$ cat config.mk
export PLATFORM = sky130hd
export DESIGN_NAME = uim_regs
export DESIGN_NICKNAME = d
export VERILOG_FILES = /design/src/hdl/uim_pkg.sv /design/src/hdl/uim_regs.sv
export SDC_FILE = /design/constraint.sdc
export NUM_CORES = 2
export LEC_CHECK = 0
export BUFFER_PORTS_ARGS = -buffer_cell sky130_fd_sc_hd__buf_2
export CAP_MARGIN = 20
export CORE_MARGIN = 2
export CORE_UTILIZATION = 45
export CTS_CLUSTER_DIAMETER = 30
export DETAILED_ROUTE_END_ITERATION = 10
export SYNTH_ARGS = -nofsm -noshare
export SYNTH_HDL_FRONTEND = slang
export SYNTH_MEMORY_MAX_BITS = 65536
export SYNTH_SLANG_ARGS = --single-unit
$ cat constraint.sdc
create_clock -name clk -period 6.05 [get_ports clk]
set_input_delay 0.605 -clock clk [delete_from_list [all_inputs] [get_ports clk]]
set_output_delay 0.605 -clock clk [all_outputs]
set_load 0.05 [all_outputs]
$ cat src/hdl/uim_pkg.sv
/*
 * Package for the UART host register bank: register indices, field
 * positions, reset values, commands and the receive entry layout.
 * Assumes a 32-bit AHB-Lite host; byte address is four times the index.
 */
package uim_pkg;

  // ****************************************
  // Register indices
  // ****************************************
  localparam logic [7:0] IDX_QUEUE    = 8'h03;
  localparam logic [7:0] IDX_RX_FILL  = 8'h10;
  localparam logic [7:0] IDX_TX_EMPTY = 8'h11;
  localparam logic [7:0] IDX_STATUS   = 8'h21;
  localparam logic [7:0] IDX_COMMAND  = 8'h22;
  localparam logic [7:0] IDX_IRQ_STAT = 8'h24;
  localparam logic [7:0] IDX_MASK     = 8'h25;
  localparam logic [7:0] IDX_CONTROL  = 8'h26;
  localparam logic [7:0] IDX_RESUME   = 8'h41;
  localparam logic [7:0] IDX_PAUSE    = 8'h42;
  localparam logic [7:0] IDX_WAKE     = 8'h43;
  localparam logic [7:0] IDX_FLOW     = 8'h44;
  localparam logic [7:0] IDX_RX_THR   = 8'h46;
  localparam logic [7:0] IDX_TX_THR   = 8'h47;

  // ****************************************
  // Reset values and codes
  // ****************************************
  localparam logic [7:0] RST_RESUME  = 8'h11;
  localparam logic [7:0] RST_PAUSE   = 8'h13;
  localparam logic [7:0] RST_WAKE    = 8'h00;
  localparam logic [7:0] RST_MASK    = 8'h00;
  localparam logic [7:0] RST_THR     = 8'h00;
  localparam logic [7:0] RST_CONTROL = 8'h03;
  localparam logic [7:0] CMD_RST_ERR = 8'h04;
  localparam logic [6:0] WDOG_BITS   = 7'h40;
  localparam logic [8:0] DEPTH       = 9'h100;
  localparam logic [1:0] HTRANS_NSEQ = 2'h2;

  // ****************************************
  // Field positions
  // ****************************************
  localparam int M_COS = 7, M_WDOG = 6, M_ADDR = 5, M_FLOW = 4;
  localparam int M_CT = 3, M_BRK = 2, M_RX = 1, M_TX = 0;
  localparam int C_LEN = 0, C_BLOCK = 2, C_FLOW_EN = 3, C_ADDR_EN = 4;
  localparam int S_RECEIVER_READY_FLAG = 0, S_RXFULL = 1, S_TRANSMITTER_READY_FLAG = 2, S_TXEMPTY = 3;
  localparam int S_ERR = 4;
  localparam int F_TX_RESUME = 4, F_TX_PAUSE = 5;
  localparam int F_RX_PAUSE = 6, F_RX_RESUME = 7;

  typedef struct packed {
    logic       brk;
    logic       fe;
    logic       pe;
    logic [7:0] data;
  } uim_rx_entry_t;

  // Character length code 0..3 means 5..8 bits
  function automatic logic [7:0] char_mask(input logic [1:0] len);
    case (len)
      2'h0:    char_mask = 8'h1f;
      2'h1:    char_mask = 8'h3f;
      2'h2:    char_mask = 8'h7f;
      default: char_mask = 8'hff;
    endcase
  endfunction : char_mask

endpackage : uim_pkg

$ cat src/hdl/uim_regs.sv
/*
 * Host register bank of a single-channel UART: interrupt mask, receive
 * and transmit queues, thresholds, level counters, compare characters
 * and flow-character status.
 * Assumes: serial engines on the same clock; one AHB-Lite master.
 */
`timescale 1ns/10ps

module uim_regs (
  input  wire logic                   clk,
  input  wire logic                   rstn,
  input  wire logic                   hsel,
  input  wire logic [31:0]            haddr,
  input  wire logic [1:0]             htrans,
  input  wire logic                   hwrite,
  input  wire logic [2:0]             hsize,
  input  wire logic [31:0]            hwdata,
  input  wire logic                   hready,
  output logic                        hreadyout,
  output logic [31:0]                 hrdata,
  output logic                        hresp,
  input  wire logic                   rx_push_valid,
  input  wire uim_pkg::uim_rx_entry_t rx_push_entry,
  output logic                        rx_space,
  input  wire logic                   tx_take,
  output logic                        tx_valid,
  output logic [7:0]                  tx_data,
  input  wire logic                   idle_bit_tick,
  input  wire logic                   port_change_detect,
  input  wire logic                   counter_zero,
  input  wire logic                   break_change,
  input  wire logic                   tx_resume_sent,
  input  wire logic                   tx_pause_sent,
  input  wire logic [3:0]             tx_flow_state,
  output logic                        resume_match,
  output logic                        pause_match,
  output logic                        wake_match,
  output logic                        interrupt_request_out_n
);

  // ****************************************
  // Bus decode
  // ****************************************
  logic       acc, rd_acc, addr_ok;
  logic [7:0] idx;
  logic       wr_pend_q;
  logic [7:0] wr_idx_q;
  logic [7:0] wdat;
  logic       wr;

  assign idx     = haddr[9:2];
  assign addr_ok = (haddr[31:10] == 22'h0) && (haddr[1:0] == 2'h0);
  assign acc     = hsel && hready && (htrans == uim_pkg::HTRANS_NSEQ) && addr_ok;
  assign rd_acc  = acc && !hwrite;
  assign wdat    = hwdata[7:0];
  assign wr      = wr_pend_q;

  // Writes land in the data phase, when hwdata stands
  always_ff @(posedge clk or negedge rstn) begin
    if (!rstn) begin
      wr_pend_q <= 1'b0;
      wr_idx_q  <= 8'h00;
    end else if (hready) begin
      wr_pend_q <= acc && hwrite;
      wr_idx_q  <= idx;
    end
  end

  // ****************************************
  // Control registers
  // ****************************************
  logic [7:0] mask_q, ctl_q, resume_q, pause_q, wake_q, rx_thr_q, tx_thr_q;
  logic       rx_ovr_q, tx_ovr_q;

  always_ff @(posedge clk or negedge rstn) begin
    if (!rstn) begin
      mask_q   <= uim_pkg::RST_MASK;
      ctl_q    <= uim_pkg::RST_CONTROL;
      resume_q <= uim_pkg::RST_RESUME;
      pause_q  <= uim_pkg::RST_PAUSE;
      wake_q   <= uim_pkg::RST_WAKE;
    end else if (wr) begin
      case (wr_idx_q)
        uim_pkg::IDX_MASK:    mask_q   <= wdat;
        uim_pkg::IDX_CONTROL: ctl_q    <= wdat;
        uim_pkg::IDX_RESUME:  resume_q <= wdat;
        uim_pkg::IDX_PAUSE:   pause_q  <= wdat;
        uim_pkg::IDX_WAKE:    wake_q   <= wdat;
        default: ;
      endcase
    end
  end

  // A threshold write takes over from the mode-register level for good
  always_ff @(posedge clk or negedge rstn) begin
    if (!rstn) begin
      rx_thr_q <= uim_pkg::RST_THR;
      tx_thr_q <= uim_pkg::RST_THR;
      rx_ovr_q <= 1'b0;
      tx_ovr_q <= 1'b0;
    end else if (wr && wr_idx_q == uim_pkg::IDX_RX_THR) begin
      rx_thr_q <= wdat;
      rx_ovr_q <= 1'b1;
    end else if (wr && wr_idx_q == uim_pkg::IDX_TX_THR) begin
      tx_thr_q <= wdat;
      tx_ovr_q <= 1'b1;
    end
  end

  logic [7:0] cmask;
  assign cmask = uim_pkg::char_mask(ctl_q[uim_pkg::C_LEN +: 2]);

  // ****************************************
  // Receive queue
  // ****************************************
  uim_pkg::uim_rx_entry_t rx_mem [0:255];
  logic [7:0] rx_wp_q, rx_rp_q;
  logic [8:0] rx_cnt_q;
  logic       rx_push, rx_pop;
  uim_pkg::uim_rx_entry_t rx_head;

  assign rx_push = rx_push_valid && (rx_cnt_q != uim_pkg::DEPTH);
  assign rx_pop  = rd_acc && (idx == uim_pkg::IDX_QUEUE) && (rx_cnt_q != 9'h000);
  assign rx_head = (rx_cnt_q != 9'h000) ? rx_mem[rx_rp_q] : '0;

  always_ff @(posedge clk) begin
    if (rx_push) begin
      rx_mem[rx_wp_q] <= rx_push_entry;
    end
  end

  always_ff @(posedge clk or negedge rstn) begin
    if (!rstn) begin
      rx_wp_q  <= 8'h00;
      rx_rp_q  <= 8'h00;
      rx_cnt_q <= 9'h000;
    end else begin
      rx_wp_q  <= rx_wp_q + {7'h00, rx_push};
      rx_rp_q  <= rx_rp_q + {7'h00, rx_pop};
      rx_cnt_q <= rx_cnt_q + {8'h00, rx_push} - {8'h00, rx_pop};
    end
  end

  // Block mode: errors of every byte since the last reset-error command
  logic [2:0] blk_err_q;
  logic       err_clr;
  assign err_clr = wr && wr_idx_q == uim_pkg::IDX_COMMAND && wdat == uim_pkg::CMD_RST_ERR;

  always_ff @(posedge clk or negedge rstn) begin
    if (!rstn) begin
      blk_err_q <= 3'h0;
    end else if (rx_push) begin
      // Arriving errors win over a clear in the same cycle
      blk_err_q <= (err_clr ? 3'h0 : blk_err_q) |
                   {rx_push_entry.brk, rx_push_entry.fe, rx_push_entry.pe};
    end else if (err_clr) begin
      blk_err_q <= 3'h0;
    end
  end

  // ****************************************
  // Transmit queue
  // ****************************************
  logic [7:0] tx_mem [0:255];
  logic [7:0] tx_wp_q, tx_rp_q;
  logic [8:0] tx_cnt_q, tx_free;
  logic       tx_push, tx_pop, tx_valid_q;
  logic [7:0] tx_data_q;

  assign tx_free = uim_pkg::DEPTH - tx_cnt_q;
  assign tx_push = wr && wr_idx_q == uim_pkg::IDX_QUEUE && tx_cnt_q != uim_pkg::DEPTH;
  assign tx_pop  = (!tx_valid_q || tx_take) && (tx_cnt_q != 9'h000);

  always_ff @(posedge clk) begin
    if (tx_push) begin
      tx_mem[tx_wp_q] <= wdat;
    end
  end

  always_ff @(posedge clk or negedge rstn) begin
    if (!rstn) begin
      tx_wp_q  <= 8'h00;
      tx_rp_q  <= 8'h00;
      tx_cnt_q <= 9'h000;
    end else begin
      tx_wp_q  <= tx_wp_q + {7'h00, tx_push};
      tx_rp_q  <= tx_rp_q + {7'h00, tx_pop};
      tx_cnt_q <= tx_cnt_q + {8'h00, tx_push} - {8'h00, tx_pop};
    end
  end

  // One-entry output stage so the transmitter sees registered data
  always_ff @(posedge clk or negedge rstn) begin
    if (!rstn) begin
      tx_valid_q <= 1'b0;
      tx_data_q  <= 8'h00;
    end else if (tx_pop) begin
      tx_valid_q <= 1'b1;
      tx_data_q  <= tx_mem[tx_rp_q] & cmask;
    end else if (tx_take) begin
      tx_valid_q <= 1'b0;
    end
  end

  // ****************************************
  // Queue service levels
  // ****************************************
  logic [8:0] rx_lvl, tx_lvl;
  logic       rx_int, tx_int;

  // Threshold 0 stands for the 256th position
  assign rx_lvl = (rx_thr_q == 8'h00) ? uim_pkg::DEPTH : {1'b0, rx_thr_q};
  assign tx_lvl = (tx_thr_q == 8'h00) ? uim_pkg::DEPTH : {1'b0, tx_thr_q};
  assign rx_int = rx_ovr_q ? (rx_cnt_q >= rx_lvl) : (rx_cnt_q != 9'h000);
  assign tx_int = tx_ovr_q ? (tx_free >= tx_lvl) : (tx_free == uim_pkg::DEPTH);

  // ****************************************
  // Character recognition
  // ****************************************
  logic m_res, m_pau, m_wak, flow_en, addr_en;
  assign m_res   = rx_push && (rx_push_entry.data == resume_q);
  assign m_pau   = rx_push && (rx_push_entry.data == pause_q);
  assign m_wak   = rx_push && (rx_push_entry.data == wake_q);
  assign flow_en = ctl_q[uim_pkg::C_FLOW_EN];
  assign addr_en = ctl_q[uim_pkg::C_ADDR_EN];

  logic res_q, pau_q, wak_q;
  always_ff @(posedge clk or negedge rstn) begin
    if (!rstn) begin
      res_q <= 1'b0;
      pau_q <= 1'b0;
      wak_q <= 1'b0;
    end else begin
      res_q <= m_res && flow_en;
      pau_q <= m_pau && flow_en;
      wak_q <= m_wak && addr_en;
    end
  end

  // Flow status: upper nibble sticky until read, lower nibble live
  logic [3:0] flow_hi_q, flow_set;
  logic       flow_rd;
  assign flow_rd  = rd_acc && idx == uim_pkg::IDX_FLOW;
  assign flow_set = {m_res, m_pau, tx_pause_sent, tx_resume_sent};

  always_ff @(posedge clk or negedge rstn) begin
    if (!rstn) begin
      flow_hi_q <= 4'h0;
    end else begin
      flow_hi_q <= (flow_rd ? 4'h0 : flow_hi_q) | flow_set;
    end
  end

  // ****************************************
  // Receiver watchdog
  // ****************************************
  logic [6:0] wd_cnt_q;
  logic       wd_evt;
  assign wd_evt = mask_q[uim_pkg::M_WDOG] && !rx_push && idle_bit_tick &&
                  (wd_cnt_q == uim_pkg::WDOG_BITS - 7'h01);

  always_ff @(posedge clk or negedge rstn) begin
    if (!rstn) begin
      wd_cnt_q <= 7'h00;
    end else if (!mask_q[uim_pkg::M_WDOG] || rx_push) begin
      wd_cnt_q <= 7'h00;
    end else if (idle_bit_tick && wd_cnt_q != uim_pkg::WDOG_BITS) begin
      wd_cnt_q <= wd_cnt_q + 7'h01;
    end
  end

  // ****************************************
  // Interrupt status and request
  // ****************************************
  logic [7:2] ev_q, ev_set;
  logic [7:0] interrupt_status;
  logic       ev_clr;

  assign ev_set = {port_change_detect,
                   wd_evt,
                   m_wak && addr_en,
                   (m_res || m_pau) && flow_en,
                   counter_zero,
                   break_change};
  assign ev_clr = wr && wr_idx_q == uim_pkg::IDX_IRQ_STAT;
  assign interrupt_status    = {ev_q, rx_int, tx_int};

  // Write one to clear; a new event in the same cycle survives
  always_ff @(posedge clk or negedge rstn) begin
    if (!rstn) begin
      ev_q <= 6'h00;
    end else begin
      ev_q <= (ev_clr ? (ev_q & ~wdat[7:2]) : ev_q) | ev_set;
    end
  end

  logic irq_n_q;
  always_ff @(posedge clk or negedge rstn) begin
    if (!rstn) begin
      irq_n_q <= 1'b1;
    end else begin
      irq_n_q <= ~|(interrupt_status & mask_q);
    end
  end

  // ****************************************
  // Read data
  // ****************************************
  logic [7:0] status;
  logic [2:0] err_view;
  logic [31:0] rdata_d, hrdata_q;

  // Character mode shows the oldest entry, so read status first
  assign err_view = ctl_q[uim_pkg::C_BLOCK] ? blk_err_q :
                    {rx_head.brk, rx_head.fe, rx_head.pe};
  assign status = {1'b0, err_view,
                   tx_free == uim_pkg::DEPTH, tx_free != 9'h000,
                   rx_cnt_q == uim_pkg::DEPTH, rx_cnt_q != 9'h000};

  always_comb begin
    rdata_d = 32'h0000_0000;
    case (idx)
      uim_pkg::IDX_QUEUE:    rdata_d[10:0] = {rx_head.brk, rx_head.fe, rx_head.pe,
                                              rx_head.data & cmask};
      uim_pkg::IDX_RX_FILL:  rdata_d[7:0] = rx_cnt_q[7:0];
      uim_pkg::IDX_TX_EMPTY: rdata_d[7:0] = tx_free[7:0];
      uim_pkg::IDX_STATUS:   rdata_d[7:0] = status;
      uim_pkg::IDX_IRQ_STAT: rdata_d[7:0] = interrupt_status;
      uim_pkg::IDX_MASK:     rdata_d[7:0] = mask_q;
      uim_pkg::IDX_CONTROL:  rdata_d[7:0] = ctl_q;
      uim_pkg::IDX_RESUME:   rdata_d[7:0] = resume_q;
      uim_pkg::IDX_PAUSE:    rdata_d[7:0] = pause_q;
      uim_pkg::IDX_WAKE:     rdata_d[7:0] = wake_q;
      uim_pkg::IDX_FLOW:     rdata_d[7:0] = {flow_hi_q, tx_flow_state};
      uim_pkg::IDX_RX_THR:   rdata_d[7:0] = rx_thr_q;
      uim_pkg::IDX_TX_THR:   rdata_d[7:0] = tx_thr_q;
      default:               rdata_d = 32'h0000_0000;
    endcase
  end

  always_ff @(posedge clk or negedge rstn) begin
    if (!rstn) begin
      hrdata_q <= 32'h0000_0000;
    end else if (hready) begin
      hrdata_q <= rd_acc ? rdata_d : 32'h0000_0000;
    end
  end

  logic rx_space_q;
  always_ff @(posedge clk or negedge rstn) begin
    if (!rstn) begin
      rx_space_q <= 1'b1;
    end else begin
      rx_space_q <= (rx_cnt_q + {8'h00, rx_push} - {8'h00, rx_pop}) != uim_pkg::DEPTH;
    end
  end

  // Zero-wait slave: always ready, always OKAY
  logic rdy_q;
  always_ff @(posedge clk or negedge rstn) begin
    if (!rstn) begin
      rdy_q <= 1'b1;
    end else begin
      rdy_q <= 1'b1;
    end
  end

  assign hreadyout               = rdy_q;
  assign hresp                   = ~rdy_q;
  assign hrdata                  = hrdata_q;
  assign rx_space                = rx_space_q;
  assign tx_valid                = tx_valid_q;
  assign tx_data                 = tx_data_q;
  assign resume_match            = res_q;
  assign pause_match             = pau_q;
  assign wake_match              = wak_q;
  assign interrupt_request_out_n = irq_n_q;

endmodule : uim_regs

Word level (Yosys, flattened, before mapping):

Memories as Yosys holds them, arrays and structs flattened.
Cells that the tools add are included.

* bits in registers: 183
* bits in latches: 0
* memory bits (writable): 4864
* ROM bits: 0
* bits of input ports: 97
* output and inout bits: 48
* logic and storage cells: 165
* memories kept: 2

Memories
* rx_mem: depth 256, bits a word 11, rd ports 1, clocked after memory_dff 0, write ports 1, line uim_regs.sv:116 `uim_pkg::uim_rx_entry_t rx_mem [0:255];`
* tx_mem: depth 256, bits a word 8, rd ports 1, clocked after memory_dff 0, write ports 1, line uim_regs.sv:164 `logic [7:0] tx_mem [0:255];`

* add/subtract/negate cells: 10
* multipliers: 0
* div/mod/pow operators: 0
* order comparisons: 2
* equality and inequality tests: 37
* shift-type cells: 0
* multiplexer cells: 22
* bitwise operators: 9
* reduce and logical (&&, ||, !) cells: 54

Operators with widths (count)
* $pmux W8 S13: 1
* $eq A8 B7 Y1 const B: 11
* $eq A8 B6 Y1 const B: 8
* $add A8 B1 Y8: 4
* $logic_and A1 B1 Y1: 29
* $ne A9 B9 Y1 const B: 3
* $reduce_bool A9 Y1: 3
* $and A8 B8 Y8: 3
* $eq A8 B8 Y1: 3
* $pmux W8 S3: 1
* $logic_not A22 Y1: 1
* $mux W11: 2
* $add A9 B1 Y9: 2
* $eq A9 B9 Y1 const B: 2
* $ge A9 B9 Y1: 2
* $mux W9: 2
* $sub A9 B1 Y9: 2
* $eq A8 B2 Y1 const B: 2
* $eq A8 B5 Y1 const B: 2
* $logic_not A8 Y1: 2
* $mux W7: 2
* $mux W3: 4
* $reduce_and A2 Y1: 6
* $sub A9 B9 Y9 const A: 1
* 20 further kinds: 36

Depth between registers and ports, before layout:

* word-level depth: 8
* gate-level depth with buffers: 22
* mapped depth without buffers: 21

Worst setup path after synthesis:

No wires, ideal clock.

* path kind: input to register
* from: input haddr[26]
* to: register rx_space_q, in the netlist rx_space
* library setup time: 87 ps
* data arrival time: 3631 ps
* data required time: 5963 ps
* slack: 2332 ps
* stages: 18
* buffers on the path: 0
* path through: nor4_1 -> nand4_1 -> nor4_1 -> nor2b_1 -> nand2_1 -> nand2_1 -> ha_1 -> inv_1 -> fa_1 -> nand2b_1 -> a21oi_1 -> o21ai_0 -> a21oi_1 -> o21ai_0 -> a21oi_1 -> nor2_1 -> xnor2_1 -> nand3b_1

* word-level cells in the longest chain between the ends: 8

RTL lines
* start, declared: line uim_regs.sv:13 `input wire logic [31:0] haddr,`
* $logic_not A22 Y1: line uim_regs.sv:52 `assign addr_ok = (haddr[31:10] == 22'h0) && (haddr[1:0] == 2'h0);`
* $logic_and A1 B1 Y1: line uim_regs.sv:52
* $logic_and A1 B1 Y1: line uim_regs.sv:53 `assign acc = hsel && hready && (htrans == uim_pkg::HTRANS_NSEQ) && addr_ok;`
* $logic_and A1 B1 Y1: line uim_regs.sv:54 `assign rd_acc = acc && !hwrite;`
* $logic_and A1 B1 Y1 (2 in a row): line uim_regs.sv:123 `assign rx_pop = rd_acc && (idx == uim_pkg::IDX_QUEUE) && (rx_cnt_q != 9'h000);`
* $sub A9 B1 Y9: line uim_regs.sv:354 `rx_space_q <= (rx_cnt_q + {8'h00, rx_push} - {8'h00, rx_pop}) != uim_pkg::DEPTH;`
* $ne A9 B9 Y1: line uim_regs.sv:354
* end signal, assigned: line uim_regs.sv:354
* end, declared: line uim_regs.sv:349 `logic rx_space_q;`

Every way passes these cells.
A chain may end at the register's enable or synchronous reset.

Worst setup path in the final report:

* from: register rx_rp_q[0]
* to: register hrdata_q[2], in the netlist hrdata[2]

* word-level cells in the longest chain between the ends: 5

RTL lines
* start, declared: line uim_regs.sv:117 `logic [7:0] rx_wp_q, rx_rp_q;`
* start signal, assigned: line uim_regs.sv:139 `rx_rp_q <= rx_rp_q + {7'h00, rx_pop};`
* $mem_v2 Z256 W11
* $mux W11: line uim_regs.sv:124 `assign rx_head = (rx_cnt_q != 9'h000) ? rx_mem[rx_rp_q] : '0;`
* $and A8 B8 Y8: line uim_regs.sv:324 `rx_head.data & cmask};`
* $pmux W8 S13: line uim_regs.sv:322 `case (idx)`
* $mux W11: line uim_regs.sv:345 `hrdata_q <= rd_acc ? rdata_d : 32'h0000_0000;`
* end signal, assigned: line uim_regs.sv:345
* end, declared: line uim_regs.sv:311 `logic [31:0] rdata_d, hrdata_q;`

Every way passes these cells.

==> flow_summary.ini <==
[clock_tree]
cts_root_buffer = clkbuf_16
clock_sink_count = 5026
post_cts_resized = 0
post-cts-setup-buffers = 0
clk_latency_ns = 1.08
clock_path_buffers = 4
htree_num_levels = 6
cts_buffers = 839
clkTransAtPathRegs_ns = 0.05
hold_buffers = 34
tritoncts = yes

[yosys]
synth_top_family_by_area = multiplexers
synth_compound_area_share_pct = 2.24
synth_top_area_share_pct = 74.2
ys_seq_area_share_pct = 76.3
synth_cell_type_count = 80
netlist_top_cells_area = edfxtp_1 74%, mux4_2 15%, dfrtp_1 1.9%, mux2i_1 1.5%, nor2_1 1.2%
synth_fa_ha_area_share_pct = 0.376
synth_seq_cells = 5026
ys_warn_count = 0
synthMostInstantiatedCell = edfxtp_1
syn_area_um2 = 197000
synthCells = 9212
netlist_top_cells_count = 4864 x edfxtp_1, 1295 x mux4_2, 629 x nor2_1, 297 x mux2i_1, 280 x clkbuf_1
yosys_most_used_dff = edfxtp_1
syn_avg_cell_area_um2 = 21.4
synthXorXnorAreaFrac_pct = 0.343
synth_async_sr_flop_share_pct = 3.22
synth.mux.area_fraction_pct = 16.7
synth_edf_count = 4864
yosysTopAreaCell = edfxtp_1
synth-simple-area-share_pct = 2.49

[worst_setup_path]
slowest_delay_ns = 0.94
slowest_stage = dfrtp_4
critPathRequiredTime_ns = 6.94
path_max_fanout = 25
r2r_slack_ns = 1.24
crit_type = reg2reg
crit_path_start_kind = flip-flop
critical_path.most_common_cell = nor2_1
path_cells = buf_12 > buf_4 > mux4_2 > nor2_1 > nor2_1 > o2111ai_1 > a21oi_1 > nor3_1 > a211o_1 > a22oi_1
arrival_ns = 5.70
crit_path_end_kind = flip-flop

[timing]
finalSetupTns_ns = 0
period_share_pct = 79.6
drv_slew = 0
fin_crit_ns = 4.81
slew_headroom_pct = 9.35
tightest_slew_ns = 1.36
fin_skew_ns = 0.0525
timing_hold_violations_final = 0
rsz0062_at_grt = no
fmax_mhz = 208
setup_viol = 0

[flow_run]
cap_violations = 0

[route]
drt-total-wl_um = 533000
drt-pass1-iter-count = 5
drc = 0
avgRoutedWirePerCell_um = 32.0
ant_nets = 0
drt_iter0_drc = 11100
via_per_inst = 6.01
vias = 100000

[min_path]
min_path_type = in2reg

[global_routing]
grt_max_degree = 174
grt_pass1_wl_um = 759000
gr-total-overflow = 0
antenna_found_initial = 14
track_usage_pct = 23.8
grt_pass1_vias = 102000

[pwr]
power_density_nw_per_um2 = 426
p_leak_nw = 75.4
irDropWorstVdd_uv = 356

[floorplanning]
die_area_um2 = 443000
start_util_pct = 45.2
pin_count = 145
die_x_um = 665
rows = 242
coreArea_um2 = 435000
die_y_um = 665

[final_layout]
final-seq-area_um2 = 150000
final.fill_count = 32400
nNetsFinal = 10300
syn2layout_area_growth_pct = 20.3
drive_gt1_share_pct = 31.7
finalCoreUtilization_pct = 54.4
multi_input_area_um2 = 43900

[outcome]
run_status = finished, final reports clean

[placement]
hpwlAfterDp_um = 325000
gp_congestion = 0.910
io_buffers = 94
## worst paths after layout
kind | cells after the start | endpoint | startpoint
max | 10 | hrdata[2] | rx_rp_q[0]
max in group asynchronous | 3 | ev_q[3] | rstn
max reg2reg | 10 | hrdata[2] | rx_rp_q[0]
min | 1 | rx_mem[67][1] | rx_push_entry[1]
min reg2reg | 1 | flow_hi_q[3] | flow_hi_q[3]
min in group asynchronous | 2 | wd_cnt_q[0] | rstn
## state kept, by name (all words and copies together), names as in the netlist, 7 cells and up
signal	flops
rx_mem	2816
tx_mem	2048
hrdata	11
rx_cnt_q	9
tx_cnt_q	9
ctl_q	8
mask_q	8
pause_q	8
resume_q	8
rx_rp_q	8
rx_thr_q	8
rx_wp_q	8
tx_data	8
tx_rp_q	8
tx_thr_q	8
tx_wp_q	8
wake_q	8
wr_idx_q	8
wd_cnt_q	7
## cell families (layout without fill, tap and decap cells)
| logic type | after synthesis | in the layout |
|---|---|---|
| fa+ha+maj | 58 | 58 |
| other cells | 2 | 43 |
| simple gates | 1148 | 1148 |
| compound gates | 628 | 628 |
| xor+xnor | 77 | 77 |
| flops | 5026 | 5026 |
| mux | 1664 | 1664 |
| buf+inv | 609 | 2273 |
## metal layers
metal | routed length (µm) | track usage, % | vias to the layer above
met4 | 22100 | 9.31 | 4
met3 | 41400 | 4.51 | 948
met1 | 209000 | 31.9 | 53600
li1 | - | - | 40800
met5 | 26 | 0 | -
met2 | 261000 | 38.8 | 4711
## critical path, delay by kind of cell, from the launching register on
| kind | cells | cell delay (ns) |
|---|---|---|
| buffers and inverters | 2 | 0.71 |
| flip-flops | 1 | 0.94 |
| AO/OA/AOI/OAI | 4 | 1.34 |
| multiplexers | 1 | 0.57 |
| AND/OR/NAND/NOR | 3 | 0.94 |
## layout make-up
type	instances	share of cell area, %
Multi-Input combinational cell	3598	18.5
Antenna cell	20	0.0211
Clock buffer	932	9.15
Timing Repair Buffer	634	2.33
Tap cell	5734	3.03
Sequential cell	5026	63.4
Clock inverter	645	3.42
Inverter	62	0.102
## where the power goes
group / switching [mW] / internal (mW) / leakage [nW]
registers: 0.539 / 38.6 / 45.7
clock network: 17.1 / 32.2 / 14.3
logic: 7.07 / 5.50 / 15.4
total: 24.7 / 76.3 / 75.4
## placed cells by master, fill, tap and decap left out, drive strengths merged, types with 28 or more instances in the layout
cell type / count
ha: 56
clkinvlp: 98
inv: 140
clkbuf: 941
o221ai: 86
a21oi: 114
nand3: 66
mux2i: 297
edfxtp: 4864
a211oi: 33
nor3: 47
buf: 590
mux4: 1295
mux2: 72
o22ai: 83
o21ai: 72
dlygate4sd3: 34
dfrtp: 153
nor2b: 33
bufinv: 145
nand2: 244
nor2: 629
xnor2: 59
a22oi: 66
nand4: 28
clkinv: 324
## through the flow
step           power, mW  setup slack [ns]  hold WS (ns)  cells  instance area, µm²
3_3_place_gp        52.3             0.804         0.462  15000              206000
3_5_place_dp        52.4             0.997         0.470  15000              206000
5_1_grt              104              1.10        0.0675  16600              237000
6_report             101              1.24        0.0803  16700              237000
2_1_floorplan       47.6              2.33         0.309   9233              197000
4_1_cts              102              1.26       0.00622  16600              236000
Power figures use the tool's default switching activity.
